==> config.mk <==
export PLATFORM = sky130hd
export DESIGN_NAME = hcd_decoder
export DESIGN_NICKNAME = d
export VERILOG_FILES = /design/src/include/hcd_pkg.sv /design/src/hdl/hcd_decoder.sv /design/src/hdl/hcd_fifo.sv /design/src/hdl/hcd_store.sv
export SDC_FILE = /design/constraint.sdc
export NUM_CORES = 1
export LEC_CHECK = 0
export ABC_AREA = 1
export BUFFER_PORTS_ARGS = -buffer_cell sky130_fd_sc_hd__buf_2
export CAP_MARGIN = 20
export CORE_AREA = 2 2 227 229
export CTS_BUF_LIST = sky130_fd_sc_hd__clkbuf_16
export DETAILED_ROUTE_END_ITERATION = 6
export DIE_AREA = 0 0 229 231
export PLACE_DENSITY_LB_ADDON = 0.08
export SYNTH_ARGS = -nofsm -noshare
export SYNTH_HDL_FRONTEND = slang
export SYNTH_SLANG_ARGS = --single-unit
==> constraint.sdc <==
create_clock -name clk_i -period 12.2 [get_ports clk_i]
set_clock_uncertainty 0.1 [all_clocks]
set_input_delay 1.22 -clock clk_i [delete_from_list [all_inputs] [get_ports clk_i]]
set_output_delay 1.22 -clock clk_i [all_outputs]
set_load 0.03 [all_outputs]
==> src/include/hcd_pkg.sv <==
package hcd_pkg;

   // ==========================================================
   // Timing
   localparam int CLK_PERIOD_NS = 32'h14;            // 20 ns system clock
   localparam int SCLK_PERIOD_NS = 32'hc350;         // 50000 ns sample period
   localparam int SCLK_DIV_CYC = SCLK_PERIOD_NS / CLK_PERIOD_NS;
   localparam logic [3:0] SAMPLES_PER_BIT = 4'ha;    // Bit clock is sample rate / 10
   localparam logic [3:0] BIT_HIGH = 4'h5;
   localparam logic [9:0] HOLD_BITS = 10'h300;       // 768 bit clocks
   localparam logic [7:0] BLANK_BITS = 8'h96;        // Gap between frames, covered by hold

   // ==========================================================
   // Symbol and frame format
   localparam logic [4:0] SYM_FIRST = 5'h02;         // First integrator sample after the edge
   localparam logic [4:0] SYM_SPACING = 5'h03;
   localparam logic [3:0] SYM_SAMPLES = 4'h8;
   localparam logic [3:0] ONE_MIN = 4'h5;
   localparam logic [3:0] ZERO_MAX = 4'h3;
   localparam logic [7:0] PRE_PER_MIN = 8'h0f;       // Precode period window in samples
   localparam logic [7:0] PRE_PER_MAX = 8'h18;
   localparam logic [4:0] PRE_LOCK = 5'h08;          // Precode periods needed before arming
   localparam logic [7:0] IDLE_SAMPLES = 8'h2d;      // No edge this long breaks a frame
   localparam logic [5:0] FRAME_SYMS = 6'h30;        // 40 security + 4 + 4 function
   localparam logic [3:0] FUNC_NONE = 4'hf;

   // ==========================================================
   // Store, reset values and buffering
   localparam int BANKS = 32'h4;
   localparam int FIFO_DEPTH = 32'h10;
   localparam logic [7:0] ERASED_CHK = 8'hff;
   localparam logic [3:0] FUNC_IDLE = 4'hf;
   localparam logic LAMP_OFF = 1'b1;
   localparam logic [39:0] LFSR_SEED = 40'h00_0000_0001;

   typedef struct packed {
      logic first;
      logic bit_val;
   } hcd_sym_t;

   typedef struct packed {
      logic [39:0] code;
      logic [7:0] chk;
   } hcd_bank_t;

   // Error-detection byte kept beside each stored code
   function automatic logic [7:0] hcd_chk(input logic [39:0] c);
      return c[39:32] ^ c[31:24] ^ c[23:16] ^ c[15:8] ^ c[7:0];
   endfunction

endpackage
==> src/hdl/hcd_decoder.sv <==
`timescale 1ns/1ns
module hcd_decoder #(
   parameter int SCLK_DIV = hcd_pkg::SCLK_DIV_CYC,
   parameter int FIFO_DEPTH = hcd_pkg::FIFO_DEPTH
) (
   // Clock, reset, enable
   input wire logic clk_i,
   input wire logic sys_rst_i,
   input wire logic ce_i,
   // Configuration and programming pins
   input wire logic config_select_pin_i,
   input wire logic program_request_pin_i,
   // Received serial line, already shaped to logic levels
   input wire logic serial_in_i,
   // Pin outputs
   output logic [3:0] function_lines_n_o,
   output logic status_lamp_n_o,
   output logic bit_clock_o,
   output logic decoder_mode_o
);
   typedef enum logic [1:0] {SY_SEARCH, SY_ARMED, SY_DATA} hcd_sync_t;
   typedef enum logic {AS_COLLECT, AS_EVAL} hcd_asm_t;

   typedef struct packed {
      logic [15:0] scl_cnt;
      logic [3:0] bit_cnt;
      logic bclk;
      logic line_d;
      logic [7:0] per_cnt;
      logic sym_busy;
      logic [4:0] smp_idx;
      logic [3:0] nsmp;
      logic [3:0] ones;
      hcd_sync_t sync;
      logic [4:0] pre_cnt;
      logic [5:0] sym_cnt;
      logic pend;
      hcd_pkg::hcd_sym_t pend_sym;
      hcd_asm_t asm_st;
      logic [5:0] fr_cnt;
      logic [47:0] shreg;
      logic enc_mode;
      logic learn_act;
      logic learned;
      logic enc_busy;
      logic program_request_pin_d;
      logic [1:0] next_bank;
      logic [39:0] lfsr;
      logic we;
      logic [1:0] wbank;
      hcd_pkg::hcd_bank_t wdata;
      logic [3:0] func_n;
      logic [9:0] hold;
      logic lamp_n;
   } hcd_dec_st_t;

   hcd_dec_st_t st_reg, st_next;
   logic samp, btick, rise, per_pre, program_request_pin_rise;
   logic sym_done, sym_bad, load_fn, kill_fn, match_any;
   logic [3:0] ones_tot, fn1, fn2;
   logic [4:0] smp_pos, idx_n;
   logic [39:0] sec;
   logic fifo_in_ready, fifo_out_valid, fifo_out_ready;
   hcd_pkg::hcd_sym_t fifo_out;
   hcd_pkg::hcd_bank_t [hcd_pkg::BANKS-1:0] banks;

   // ==========================================================
   // Timing strobes: sample tick and bit tick (one in ten)
   assign samp = ce_i && (st_reg.scl_cnt == '0);
   assign btick = samp && (st_reg.bit_cnt == '0);
   assign rise = serial_in_i && !st_reg.line_d;
   assign per_pre = (st_reg.per_cnt >= hcd_pkg::PRE_PER_MIN) &&
                    (st_reg.per_cnt <= hcd_pkg::PRE_PER_MAX);
   assign program_request_pin_rise = program_request_pin_i && !st_reg.program_request_pin_d;
   // Integrator reads every third sample, starting two after the edge
   assign smp_pos = hcd_pkg::SYM_FIRST + 5'(st_reg.nsmp) * hcd_pkg::SYM_SPACING;
   assign idx_n = st_reg.smp_idx + 5'h01;
   assign ones_tot = st_reg.ones + {3'h0, serial_in_i};

   // Frame fields: security first, then the two function packets
   assign sec = st_reg.shreg[47:8];
   assign fn1 = st_reg.shreg[7:4];
   assign fn2 = st_reg.shreg[3:0];
   assign fifo_out_ready = (st_reg.asm_st == AS_COLLECT);

   // Match against every bank whose check byte is sound
   always_comb begin
      match_any = 1'b0;
      for (int b = 0; b < hcd_pkg::BANKS; b++) begin
         if (banks[b].code == sec && banks[b].chk == hcd_pkg::hcd_chk(banks[b].code)) begin
            match_any = 1'b1;
         end
      end
   end

   // ==========================================================
   // Next-state logic
   always_comb begin
      st_next = st_reg;
      sym_done = 1'b0;
      sym_bad = 1'b0;
      load_fn = 1'b0;
      kill_fn = 1'b0;
      if (ce_i) begin
         st_next.we = 1'b0;
         st_next.lfsr = {st_reg.lfsr[38:0],
                         st_reg.lfsr[39] ^ st_reg.lfsr[37] ^ st_reg.lfsr[20] ^ st_reg.lfsr[18]};
         st_next.scl_cnt = samp ? 16'(SCLK_DIV - 1) : st_reg.scl_cnt - 16'h0001;
         // Sample-rate work: bit clock, edge timing, integrator
         if (samp) begin
            st_next.bit_cnt = (st_reg.bit_cnt == hcd_pkg::SAMPLES_PER_BIT - 4'h1) ? 4'h0 :
                              st_reg.bit_cnt + 4'h1;
            st_next.bclk = (st_reg.bit_cnt < hcd_pkg::BIT_HIGH);
            st_next.line_d = serial_in_i;
            if (rise) begin
               // Every rising edge restarts symbol timing
               st_next.per_cnt = 8'h00;
               st_next.sym_busy = 1'b1;
               st_next.smp_idx = 5'h00;
               st_next.nsmp = 4'h0;
               st_next.ones = 4'h0;
               case (st_reg.sync)
                  SY_SEARCH: begin
                     if (per_pre) begin
                        st_next.pre_cnt = st_reg.pre_cnt + 5'h01;
                        if (st_reg.pre_cnt >= hcd_pkg::PRE_LOCK - 5'h01) begin
                           st_next.sync = SY_ARMED;
                        end
                     end else begin
                        st_next.pre_cnt = 5'h00;
                     end
                  end
                  SY_ARMED: begin
                     if (!per_pre) begin
                        st_next.sync = SY_SEARCH;
                        st_next.pre_cnt = 5'h00;
                     end
                  end
                  SY_DATA: ;
                  default: st_next.sync = SY_SEARCH;
               endcase
            end else begin
               if (st_reg.per_cnt != 8'hff) begin
                  st_next.per_cnt = st_reg.per_cnt + 8'h01;
               end
               // A silent line ends any frame in progress
               if (st_reg.sync != SY_SEARCH && st_reg.per_cnt >= hcd_pkg::IDLE_SAMPLES) begin
                  st_next.sync = SY_SEARCH;
                  st_next.pre_cnt = 5'h00;
               end
               if (st_reg.sym_busy) begin
                  st_next.smp_idx = idx_n;
                  if (idx_n == smp_pos) begin
                     st_next.ones = ones_tot;
                     st_next.nsmp = st_reg.nsmp + 4'h1;
                     if (st_reg.nsmp == hcd_pkg::SYM_SAMPLES - 4'h1) begin
                        st_next.sym_busy = 1'b0;
                        sym_done = 1'b1;
                     end
                  end
               end
            end
         end
         // Hand the pending symbol to the buffer
         if (st_reg.pend && fifo_in_ready) begin
            st_next.pend = 1'b0;
         end
         // Symbol decision: precode pulses never reach eight samples
         if (sym_done && st_next.sync != SY_SEARCH) begin
            sym_bad = (ones_tot > hcd_pkg::ZERO_MAX) && (ones_tot < hcd_pkg::ONE_MIN);
            if (sym_bad) begin
               st_next.sync = SY_SEARCH;
               st_next.pre_cnt = 5'h00;
            end else begin
               st_next.pend = 1'b1;
               st_next.pend_sym.first = (st_reg.sync == SY_ARMED);
               st_next.pend_sym.bit_val = (ones_tot >= hcd_pkg::ONE_MIN);
               st_next.sync = SY_DATA;
               st_next.sym_cnt = (st_reg.sync == SY_ARMED) ? 6'h01 : st_reg.sym_cnt + 6'h01;
               if (st_reg.sync == SY_DATA && st_reg.sym_cnt == hcd_pkg::FRAME_SYMS - 6'h01) begin
                  st_next.sync = SY_SEARCH;
                  st_next.pre_cnt = 5'h00;
               end
            end
         end
         // Frame assembly and evaluation
         case (st_reg.asm_st)
            AS_COLLECT: begin
               if (fifo_out_valid) begin
                  st_next.shreg = fifo_out.first ? {47'h0, fifo_out.bit_val} :
                                  {st_reg.shreg[46:0], fifo_out.bit_val};
                  st_next.fr_cnt = fifo_out.first ? 6'h01 : st_reg.fr_cnt + 6'h01;
                  if (st_next.fr_cnt == hcd_pkg::FRAME_SYMS) begin
                     st_next.asm_st = AS_EVAL;
                  end
               end
            end
            AS_EVAL: begin
               st_next.asm_st = AS_COLLECT;
               st_next.fr_cnt = 6'h00;
               if (!st_reg.enc_mode) begin
                  if (st_reg.learn_act && !st_reg.learned) begin
                     // Learn: whole code and check byte in one write
                     st_next.we = 1'b1;
                     st_next.wbank = st_reg.next_bank;
                     st_next.wdata = '{code: sec, chk: hcd_pkg::hcd_chk(sec)};
                     st_next.next_bank = st_reg.next_bank + 2'h1;
                     st_next.learned = 1'b1;
                     st_next.lamp_n = hcd_pkg::LAMP_OFF;
                  end else if (match_any && fn1 == fn2) begin
                     load_fn = (fn1 != hcd_pkg::FUNC_NONE);
                     kill_fn = (fn1 == hcd_pkg::FUNC_NONE);
                  end
               end
            end
            default: st_next.asm_st = AS_COLLECT;
         endcase
         // Program pin: learn in decoder mode, code generation in encoder mode
         st_next.program_request_pin_d = program_request_pin_i;
         if (!st_reg.enc_mode) begin
            if (program_request_pin_rise) begin
               st_next.learn_act = 1'b1;
               st_next.learned = 1'b0;
               st_next.lamp_n = 1'b0;
            end else if (!program_request_pin_i) begin
               st_next.learn_act = 1'b0;
            end
         end else begin
            if (program_request_pin_rise && !st_reg.enc_busy) begin
               st_next.enc_busy = 1'b1;
               st_next.lamp_n = 1'b0;
            end else if (st_reg.enc_busy && btick) begin
               // Lamp stays lit for the rest of the bit, then the code lands
               st_next.we = 1'b1;
               st_next.wbank = 2'h0;
               st_next.wdata = '{code: st_reg.lfsr, chk: hcd_pkg::hcd_chk(st_reg.lfsr)};
               st_next.enc_busy = 1'b0;
               st_next.lamp_n = hcd_pkg::LAMP_OFF;
            end
         end
         // Function lines: reload keeps them active through the frame gap
         if (load_fn) begin
            st_next.func_n = {fn1[0], fn1[1], fn1[2], fn1[3]};
            st_next.hold = hcd_pkg::HOLD_BITS;
         end else if (kill_fn) begin
            st_next.func_n = hcd_pkg::FUNC_IDLE;
            st_next.hold = 10'h000;
         end else if (btick) begin
            if (st_reg.hold != 10'h000) begin
               st_next.hold = st_reg.hold - 10'h001;
            end else begin
               st_next.func_n = hcd_pkg::FUNC_IDLE;
            end
         end
      end
   end

   // ==========================================================
   // State register; the mode is caught while reset is held
   always_ff @(posedge clk_i) begin
      if (sys_rst_i) begin
         st_reg <= '0;
         st_reg.func_n <= hcd_pkg::FUNC_IDLE;
         st_reg.lamp_n <= hcd_pkg::LAMP_OFF;
         st_reg.lfsr <= hcd_pkg::LFSR_SEED;
         st_reg.enc_mode <= config_select_pin_i;
      end else begin
         st_reg <= st_next;
      end
   end

   assign function_lines_n_o = st_reg.func_n;
   assign status_lamp_n_o = st_reg.lamp_n;
   assign bit_clock_o = st_reg.bclk;
   assign decoder_mode_o = !st_reg.enc_mode;

   // ==========================================================
   // Symbol buffer and code store
   hcd_fifo #(
      .WIDTH($bits(hcd_pkg::hcd_sym_t)),
      .DEPTH(FIFO_DEPTH)
   ) u_fifo (
      .clk_i(clk_i),
      .sys_rst_i(sys_rst_i),
      .ce_i(ce_i),
      .in_valid_i(st_reg.pend),
      .in_ready_o(fifo_in_ready),
      .in_data_i(st_reg.pend_sym),
      .out_valid_o(fifo_out_valid),
      .out_ready_i(fifo_out_ready),
      .out_data_o(fifo_out)
   );

   hcd_store #(
      .BANKS(hcd_pkg::BANKS)
   ) u_store (
      .clk_i(clk_i),
      .sys_rst_i(sys_rst_i),
      .ce_i(ce_i),
      .we_i(st_reg.we),
      .wbank_i(st_reg.wbank),
      .wdata_i(st_reg.wdata),
      .banks_o(banks)
   );

   // ==========================================================
   // Checks
   logic [3:0] samp_since;
   logic [10:0] hold_ticks;
   wire hold_end = btick && (st_reg.hold == 10'h000); // Hold may lapse on an eval cycle

   // Helper counters: samples per bit tick, bit ticks since last load
   always_ff @(posedge clk_i) begin
      if (sys_rst_i) begin
         samp_since <= 4'h9;
         hold_ticks <= 11'h000;
      end else begin
         if (btick) begin
            samp_since <= 4'h0;
         end else if (samp) begin
            samp_since <= samp_since + 4'h1;
         end
         if (load_fn) begin
            hold_ticks <= 11'h000;
         end else if (btick && hold_ticks != 11'h7ff) begin
            hold_ticks <= hold_ticks + 11'h001;
         end
      end
   end
endmodule

==> src/hdl/hcd_fifo.sv <==
`timescale 1ns/1ns
module hcd_fifo #(
   parameter int WIDTH = 2,
   parameter int DEPTH = 16
) (
   // Clock, reset, enable
   input wire logic clk_i,
   input wire logic sys_rst_i,
   input wire logic ce_i,
   // Fill side
   input wire logic in_valid_i,
   output logic in_ready_o,
   input wire logic [WIDTH-1:0] in_data_i,
   // Drain side
   output logic out_valid_o,
   input wire logic out_ready_i,
   output logic [WIDTH-1:0] out_data_o
);
   localparam int AW = $clog2(DEPTH);
   localparam logic [AW:0] FULL = (AW+1)'(DEPTH);

   typedef struct packed {
      logic [AW-1:0] wp;
      logic [AW-1:0] rp;
      logic [AW:0] cnt;
   } hcd_fifo_st_t;

   hcd_fifo_st_t st_reg, st_next;
   logic [WIDTH-1:0] mem [DEPTH];
   logic push, pop;

   // ==========================================================
   // Handshake; depth must be a power of two so pointers wrap
   assign in_ready_o = (st_reg.cnt != FULL);
   assign out_valid_o = (st_reg.cnt != '0);
   assign out_data_o = mem[st_reg.rp];
   assign push = ce_i && in_valid_i && in_ready_o;
   assign pop = ce_i && out_valid_o && out_ready_i;

   // Pointer and fill level update
   always_comb begin
      st_next = st_reg;
      if (push) begin
         st_next.wp = st_reg.wp + AW'(1);
      end
      if (pop) begin
         st_next.rp = st_reg.rp + AW'(1);
      end
      case ({push, pop})
         2'b10: st_next.cnt = st_reg.cnt + (AW+1)'(1);
         2'b01: st_next.cnt = st_reg.cnt - (AW+1)'(1);
         default: st_next.cnt = st_reg.cnt;
      endcase
   end

   always_ff @(posedge clk_i) begin
      if (sys_rst_i) begin
         st_reg <= '0;
      end else begin
         st_reg <= st_next;
      end
   end

   // Storage needs no reset; only words below the fill level are read
   always_ff @(posedge clk_i) begin
      if (push) begin
         mem[st_reg.wp] <= in_data_i;
      end
   end
endmodule

==> src/hdl/hcd_store.sv <==
`timescale 1ns/1ns
module hcd_store #(
   parameter int BANKS = 4
) (
   // Clock, reset, enable
   input wire logic clk_i,
   input wire logic sys_rst_i,
   input wire logic ce_i,
   // Write port, one whole bank per write
   input wire logic we_i,
   input wire logic [$clog2(BANKS)-1:0] wbank_i,
   input wire hcd_pkg::hcd_bank_t wdata_i,
   // All banks, read in parallel for matching
   output hcd_pkg::hcd_bank_t [BANKS-1:0] banks_o
);
   hcd_pkg::hcd_bank_t mem [BANKS];

   // ==========================================================
   // Reset leaves every bank erased, with a failing check byte
   always_ff @(posedge clk_i) begin
      if (sys_rst_i) begin
         for (int b = 0; b < BANKS; b++) begin
            mem[b] <= '{code: '0, chk: hcd_pkg::ERASED_CHK};
         end
      end else if (ce_i && we_i) begin
         mem[wbank_i] <= wdata_i;
      end
   end

   always_comb begin
      for (int b = 0; b < BANKS; b++) begin
         banks_o[b] = mem[b];
      end
   end
endmodule

**Yosys cells after proc, flatten, opt, wreduce, memory -nomap -nowiden**

Memory sizes are Yosys's and may differ from the RTL's. A register that Yosys moved wholly into a read port is not among the register bits.
Cells that the tools add are included.

- $add $sub $neg: 16
- $mul: 1
- Order comparisons: 8
- Equal/unequal tests: 29
- Multiplexer cells: 88
- Bitwise operators: 30
- Reductions and logical operators: 52

Operators by type and width:

| cell | number |
|---|---|
| two-way mux 51 bit | 6 |
| bitwise XOR 8 bit | 24 |
| == test 40 bit | 4 |
| two-way mux 48 bit | 2 |
| two-way mux 35 bit | 2 |
| two-way mux 14 bit | 4 |
| two-way mux 55 bit | 1 |
| two-way mux 1 bit | 48 |
| OR reduction 48 bit | 1 |
| == test 8 bit | 4 |
| two-way mux 16 bit | 2 |
| two-way mux 29 bit | 1 |
| two-way mux 7 bit | 4 |
| AND reduction 3 bit | 8 |
| logical AND 1 bit | 23 |
| case mux 5 bit (2 select lines) | 2 |
| adder 4 x 1 -> 4 bit (second input constant) | 4 |
| zero test 16 bit | 1 |
| two-way mux 4 bit | 4 |
| two-way mux 8 bit | 2 |
| subtractor 16 x 1 -> 16 bit (second input constant) | 1 |
| adder 5 x 1 -> 5 bit (second input constant) | 3 |
| case mux 7 bit (2 select lines) | 1 |
| adder 6 x 1 -> 6 bit (second input constant) | 2 |
| other kinds (44) | 70 |

- Flip-flop bits (word level): 241
- RAM bits: 224
- Bits of input ports: 6
- Output and inout port bits: 7
- Word-level logic and storage cells: 261
- Memories: 2

Memory list:

| memory | words | width | rd ports | clocked after memory_dff | write ports | line | RTL |
|---|---|---|---|---|---|---|---|
| u_store.mem | 4 | 48 | 4 | 0 | 4 | hcd_store.sv:16 | `hcd_pkg::hcd_bank_t mem [BANKS];` |
| u_fifo.mem | 16 | 2 | 1 | 1 | 1 | hcd_fifo.sv:29 | `logic [WIDTH-1:0] mem [DEPTH];` |

**Logic depth before layout (Yosys ltp)**

Gate-level depths: netlist of the first run.
An unclocked memory read counts as a cell.

- Word-level depth: 19
- Mapped depth: 22
- Gate-level depth less buffers: 22

**By module**

A second synthesis of the first run with hierarchy kept.

- Cells, all modules: 3242
- Area, all modules: 25713.4 µm²

By module, submodules not included:

| module | instances | cells each | area an instance (µm²) |
|---|---|---|---|
| hcd_decoder | 1 | 2540 | 16480.8 |
| hcd_store | 1 | 472 | 6965.4 |
| hcd_fifo | 1 | 230 | 2267.2 |

**Worst setup path before layout of the first run**

OpenSTA, ideal clock, no wires.

- Path kind: input to register
- Start point: input port ce_i
- End point: memory u_store.mem[3][0] in the netlist's numbering, enable pin
- Setup time: 525 ps
- Arrival time: 4854 ps
- Slack: 6721 ps
- Cell stages on the path: 2
- Path buffers: 0
- Path through: nand2_1 -> o31ai_1

RTL lines:

| item | line | RTL |
|---|---|---|
| from (decl) | hcd_decoder.sv:9 | `input wire logic ce_i,` |
| to (decl) | hcd_store.sv:16 |  |

==> impl_results.md, run 1 <==
* Share of the synthesized area in the top cell type at 25.55%
* Critical path data arrival time at 4740 ps
* Chip width at approximately 230 microns
* ANT nets after route at 0
* Largest net degree at the start of global routing at 106
* Max-cap viol count at 0
* Site row count at 83
* Synth Register Bits at 469
* Most area-consuming cells after synthesis: edfxtp_1, dfxtp_1, nand2_1, nor2_1, inv_1
* Max frequency at 219.4 MHz
* Number of I/O port buffers at 12
* Post-CTS sizing at 0
* Hold Path Stages at 2
* Final RePlAce weighted congestion at ~1.0
* Setup TNS Final at 0 ps
* Worst relative slew slack at 31.46%
* CTS buffer count at 50
* Final hold violation count at 0
* Most used DFF post-synth: dfxtp_1
* Most frequent cells in the layout: nand2_1, nor2_1, inv_1, dfxtp_1, edfxtp_1
* Reg2Reg Depth at 17
* Final setup vio count at 0
* DR vias at 23349
* Syn-to-layout area delta at 7.700%
* Deepest clock path buffer count at 3
* Vias in the first global route at 21424
* Die H at 231 microns
* Initial Util at 52.17%
* Final slew viol count at 0
* Number of DRC markers in iteration 0 at 2264
* Final Net Count at 3598
* Post-synth top area cell: edfxtp_1
* Largest register FFs at ~190
* Status: finished, final reports clean
* Avg Inst Size Synth at 7.302 sq um
* Worst path slowest cell: clkinv_1
* Clock latency on the worst-skew pair at 600 ps
* Sequential-to-total area share from yosys stat at around 44%
* First-pass GRT wire length at between 100000 and 150000 microns
* # Post-CTS Setup Buffers at 0
* DRC errors left at 0
* Worst stage delay on the critical path at 610 ps
* Post-synthesis cell type count at 50
* RSZ-0062 raised after global routing: false
* Min-Delay Endpoint: st_reg[46]$_SDFFE_PP0P_
* GR Overflow Total at 0
* Mapped Area at between 0.02 and 0.03 sq mm
* CTS tree: done
* First-pass iteration count of the detailed router at 6
* Clk root buf: clkbuf_16
* Crit. End Element: flip-flop
* Clk slew on worst S/H paths at 60 ps
* P per Cell Area at approximately 130 mW/mm^2
* YS warnings at 0
* Most common cell type on the critical path: buf_4
* Most common cell after layout, fill and taps aside: nand2_1
* Slew @ Worst Pin at around 1000 ps
* Post-synthesis async set-or-reset flop share at 0%
* Required @ worst endpoint at approximately 12000 ps
* Reg-to-reg slack, setup at 8410 ps
* Peak supply drop at 0.1486 mV
* Core ar. at between 0.05 and 0.06 sq mm
* Crit path cell chain: buf_4, nand2_1, nor2_1, clkinv_1, buf_4, nor2_1, buf_4, inv_1, buf_16, nand2_2, buf_12
* R2r startpoint: sec[38]$_SDFFE_PP0P_
* Die area at 0.05290 sq mm
* Initial antenna violation count at 0
* WS Path Type: primary input to flip-flop
* H-tree Lvls at 2
* Hold slack at 364.6 ps
* Net Count, Synth at 3659
* Hold Path Class: flip-flop to flip-flop
* Number of I/O pins at 13
* Crit start category: primary input
* Post-synth EDFFs at 225
* Overall Global Routing Usage at 31.21%
* Layout cells sized above 1 at between 4 and 5%
* # diodes at 0
* CP startpoint: ce_i
* Final wirelength at 82740 microns
* Num Clock Sinks at 469
* Mapped Cells at ~3600
* R2R Path End: st_reg[1]$_SDFFE_PP0P_
* WL per Instance at 19.33 microns
* CP Max Fanout at 42
* Fin crit period at approximately 4600 ps
* Dpl hpwl at just over 60000 microns
* Post-CTS Hold Buffers at 0
* Via density at 5.454
* Hold Startpoint: st_reg[46]$_SDFFE_PP0P_
* Crit share post-route at 37.36%
* Leakage power at 11.84 nW
final cells by class:
class	instances	area, sq um
clock buffers	51	1276
clock inverters	42	240.2
fillers	4916	22200
inverters	440	1658
multi-input cells	2562	12510
flip-flops and latches	469	11640
well taps	680	850.8
repair buffers	37	297.8
critical path: cells and delay by family:
kind	cells	cell delay (ps)
buf+inv	7	2290
simple gates	4	1170
worst max path at each step:
stage	end	slack, ps	depth (start not counted)
after CTS	u_store.mem[1][4]$_SDFFCE_PN1P_	7400	10
after global routing	u_store.mem[0][46]$_SDFFCE_PN0P_	7390	10
after global placement	u_store.mem[1][34]$_SDFFCE_PN0P_	6540	9
after detailed placement	u_store.mem[1][18]$_SDFFCE_PN0P_	6780	10
after floorplan	u_store.mem[3][0]$_DFFE_PP_	6720	2
final	u_store.mem[1][4]$_SDFFCE_PN1P_	7640	11
report_power, final:
| part | internal [mW] | switching (mW) | total, mW | leakage [nW] |
|---|---|---|---|---|
| logic | 0.135 | 0.277 | 0.411 | 6.85 |
| registers | 1.71 | 0.0619 | 1.77 | 4.18 |
| clock network | 0.797 | 0.635 | 1.43 | 0.800 |
cells by family (layout without fill, tap and decap cells):
| logic type | after synthesis | after routing | share of synthesized area [%] |
|---|---|---|---|
| xor gates and xnor gates | 185 | 185 | 6.128 |
| AOI/OAI and AO/OA | 510 | 510 | 11.34 |
| buffers and inverters | 590 | 570 | 8.760 |
| adders and majority gates | 32 | 32 | 1.571 |
| and+or+nand+nor | 1827 | 1827 | 27.86 |
| muxes | 8 | 8 | 0.3029 |
| DFF | 469 | 469 | 44.03 |
cell usage after synthesis (24+ instances only):
cell and n:
o211ai_1 66, xnor2_1 93, nor3_1 28, inv_1 433, xor2_1 92, buf_2 40
o21ai_0 190, nor2_1 495, o211ai_2 27, nand2_1 1074, clkbuf_1 89, dfxtp_1 244
nand3_1 151, edfxtp_1 225, ha_1 30, a21oi_1 193, nand4_1 24
routing by layer:
layer | part of all wire (%) | GRT usage (%) | vias up
met5 | 0 | 0 | -
met4 | 3.4 | 10.63 | 0
met3 | 8.2 | 4.311 | 122
met2 | 43 | 47.13 | 852
met1 | 46 | 45.90 | 10956
li1 | - | - | 11419
metrics by stage:
step / setup WS [ps] / utilization [%] / cell area, sq um / power, mW / std cells
after floorplan: 6721 / - / 26440 / 2.096 / 3621
after detailed placement: 6785 / 53.12 / 26920 / 2.208 / 4186
after global routing: 7387 / 56.19 / 28470 / 3.762 / 4281
after global placement: 6537 / 53.06 / 26890 / 2.197 / 4185
final: 7643 / 56.19 / 28470 / 3.611 / 4281
after CTS: 7399 / 56.11 / 28430 / 3.635 / 4279
Note: power is estimated with default switching activity, not from simulation.
==> inputs of run 2 (changes only) <==
Clock period 12.2 ns to 4.05 ns, I/O delays scaled along.
==> run 2 against run 1 <==
Global-route usage rose by 2.9 points. Total power grew to 3.1 times the previous value. Clock-buffer cell count up 4. Routed wire length grew 9.6%. Hold slack worse by 310 ps.
==> impl_results.md, run 2 (synthesis results as in run 1) <==
* Min-Delay Endpoint: st_reg[108]$_SDFFE_PP0P_
* Worst relative slew slack at 25.73%
* DRC errors left at 0
* Layout cells sized above 1 at ~5.3%
* Chip width at 229 microns
* Final setup vio count at 0
* Initial Util at 52.17%
* Dpl hpwl at 66660 microns
* R2r startpoint: sec[4]$_SDFFE_PP0P_
* Overall Global Routing Usage at approximately a third
* Hold Startpoint: ce_i
* GR Overflow Total at 0
* Most common cell after layout, fill and taps aside: nand2_1
* # diodes at 0
* Core ar. at 0.05068 sq mm
* Fin crit period at 3538 ps
* Most common cell type on the critical path: nor2_1
* Final Net Count at around 3600
* Slew @ Worst Pin at 1114 ps
* Via density at about 5.6
* CP Max Fanout at 13
* Hold Path Class: primary input to flip-flop
* Final wirelength at 90650 microns
* Die H at 231 microns
* Clk slew on worst S/H paths at 60 ps
* First-pass GRT wire length at 135900 microns
* Leakage power at 11.98 nW
* Worst stage delay on the critical path at 600 ps
* R2R Path End: st_reg[10]$_SDFFE_PP0P_
* Post-CTS sizing at 0
* Setup TNS Final at 0 ps
* Crit path cell chain: inv_1, nor2_1, nor3_1, nand2_1, nor2_1, nand2_1, nor2_1, nand3_1, nor2_1, nor2_1, nand2_1, nand2_2, nand2_2, nand3_2, o21ai_1, nor2_1
* Critical path data arrival time at 3950 ps
* Clock latency on the worst-skew pair at 620 ps
* Crit share post-route at 87.35%
* Hold slack at 52.87 ps
* Number of I/O port buffers at 12
* Placed instance count at 4206
* Syn-to-layout area delta at 8.670%
* Reg2Reg Depth at 16
* Status: finished, final reports clean
* Die area at 0.05290 sq mm
* Hold Path Stages at 2
* Clk root buf: clkbuf_16
* Site row count at 83
* Most frequent cells in the layout: nand2_1, nor2_1, inv_1, dfxtp_1, edfxtp_1
* Largest net degree at the start of global routing at 103
* Initial antenna violation count at 3
* Reg-to-reg slack, setup at between 500 and 600 ps
* Post-Layout Cell Count at 4308
* P per Cell Area at 390.8 mW/mm^2
* WL per Instance at 21.04 microns
* Required @ worst endpoint at 4460 ps
* RSZ-0062 raised after global routing: false
* Max-cap viol count at 0
* Crit. End Element: flip-flop
* CTS tree: done
* DR vias at 23923
* H-tree Lvls at 2
* Worst path slowest cell: nor3_1
* ANT nets after route at 0
* Deepest clock path buffer count at 3
* Peak supply drop at slightly above 0.4 mV
* # Post-CTS Setup Buffers at 0
* Number of DRC markers in iteration 0 at between 2000 and 3000
* Final hold violation count at 0
* Largest register FFs at between 150 and 200
* Final slew viol count at 0
* CTS buffer count at between 50 and 60
* First-pass iteration count of the detailed router at 6
* Max frequency at 282.7 MHz
* Crit start category: flip-flop
* Final RePlAce weighted congestion at 1.003
* WS Path Type: flip-flop to flip-flop
* Number of I/O pins at 13
* Vias in the first global route at between 20000 and 25000
* Num Clock Sinks at around 470
==> run 2: cell count changes in the layout (fill, tap and decap cells not counted) <==
| cell | delta |
|---|---|
| buf_12 | +1 |
| dlygate4sd3_1 | +3 |
| clkinv_8 | +1 |
| inv_4 | -1 |
| bufinv_16 | -1 |
| clkinvlp_4 | +1 |
| inv_1 | -2 |
| clkinv_1 | -1 |
| buf_16 | -1 |
| clkbuf_16 | +4 |
| buf_4 | +18 |
| clkinv_2 | +3 |
| inv_2 | +2 |
==> run 2: how the worst max path moves through the flow <==
stage                                  start                              end  slack, ps
CTS                 st_reg[188]$_SDFFE_PP0P_         st_reg[177]$_SDFFE_PP0P_        570
floorplan                          sys_rst_i  u_store.mem[0][0]$_SDFFCE_PN1P_        540
detailed placement  st_reg[188]$_SDFFE_PP0P_         st_reg[177]$_SDFFE_PP0P_        590
global placement    st_reg[188]$_SDFFE_PP0P_         st_reg[180]$_SDFFE_PP0P_        640
finish                   sec[4]$_SDFFE_PP0P_          st_reg[10]$_SDFFE_PP0P_        510
global route        st_reg[188]$_SDFFE_PP0P_         st_reg[180]$_SDFFE_PP0P_        310
==> run 2: critical path, delay by kind of cell, from the launching register on <==
family          cells  cell delay [ps]
compound gates      1              210
buf+inv             1              240
flops               1              490
simple gates       14             2380
==> run 2: final cells by class <==
class	instances	area (sq um)
Fill cell	4896	21950
Multi-Input combinational cell	2562	12510
Sequential cell	469	11640
Inverter	440	1658
Clock buffer	55	1376
Tap cell	680	850.8
Timing Repair Buffer	58	455.4
Clock inverter	44	239.0
==> run 2: per-stage QoR <==
step | power [mW] | setup WS [ps] | util [%] | area, sq um
after floorplan | 6.312 | 536.5 | - | 26440
after global placement | 6.730 | 640.2 | 53.45 | 27090
final | 11.23 | 512.2 | 56.69 | 28730
after global routing | 11.63 | 309.1 | 56.69 | 28730
after detailed placement | 6.747 | 585.7 | 53.45 | 27090
after CTS | 11.25 | 569.5 | 56.69 | 28730
==> run 2: per-layer routing <==
metal / vias up / share of wire [%] / global-route usage [%]
met2: 964 / 44 / 52.72
met5: - / 0.013 / 0
met4: 2 / 3.5 / 11.73
li1: 11474 / - / -
met1: 11312 / 45 / 49.23
met3: 171 / 7.8 / 4.471
==> run 2: report_power, final <==
part           internal (mW)  switching, mW
clock network           2.52           2.04
logic                  0.417          0.927
registers               5.14          0.194
==> run 2: what timing repair did <==
item | 4_1_cts | 5_1_grt
hold buffers | 3 | 0
endpoints found under the setup margin | 0 | 0
endpoints found under the hold margin | 4 | 0
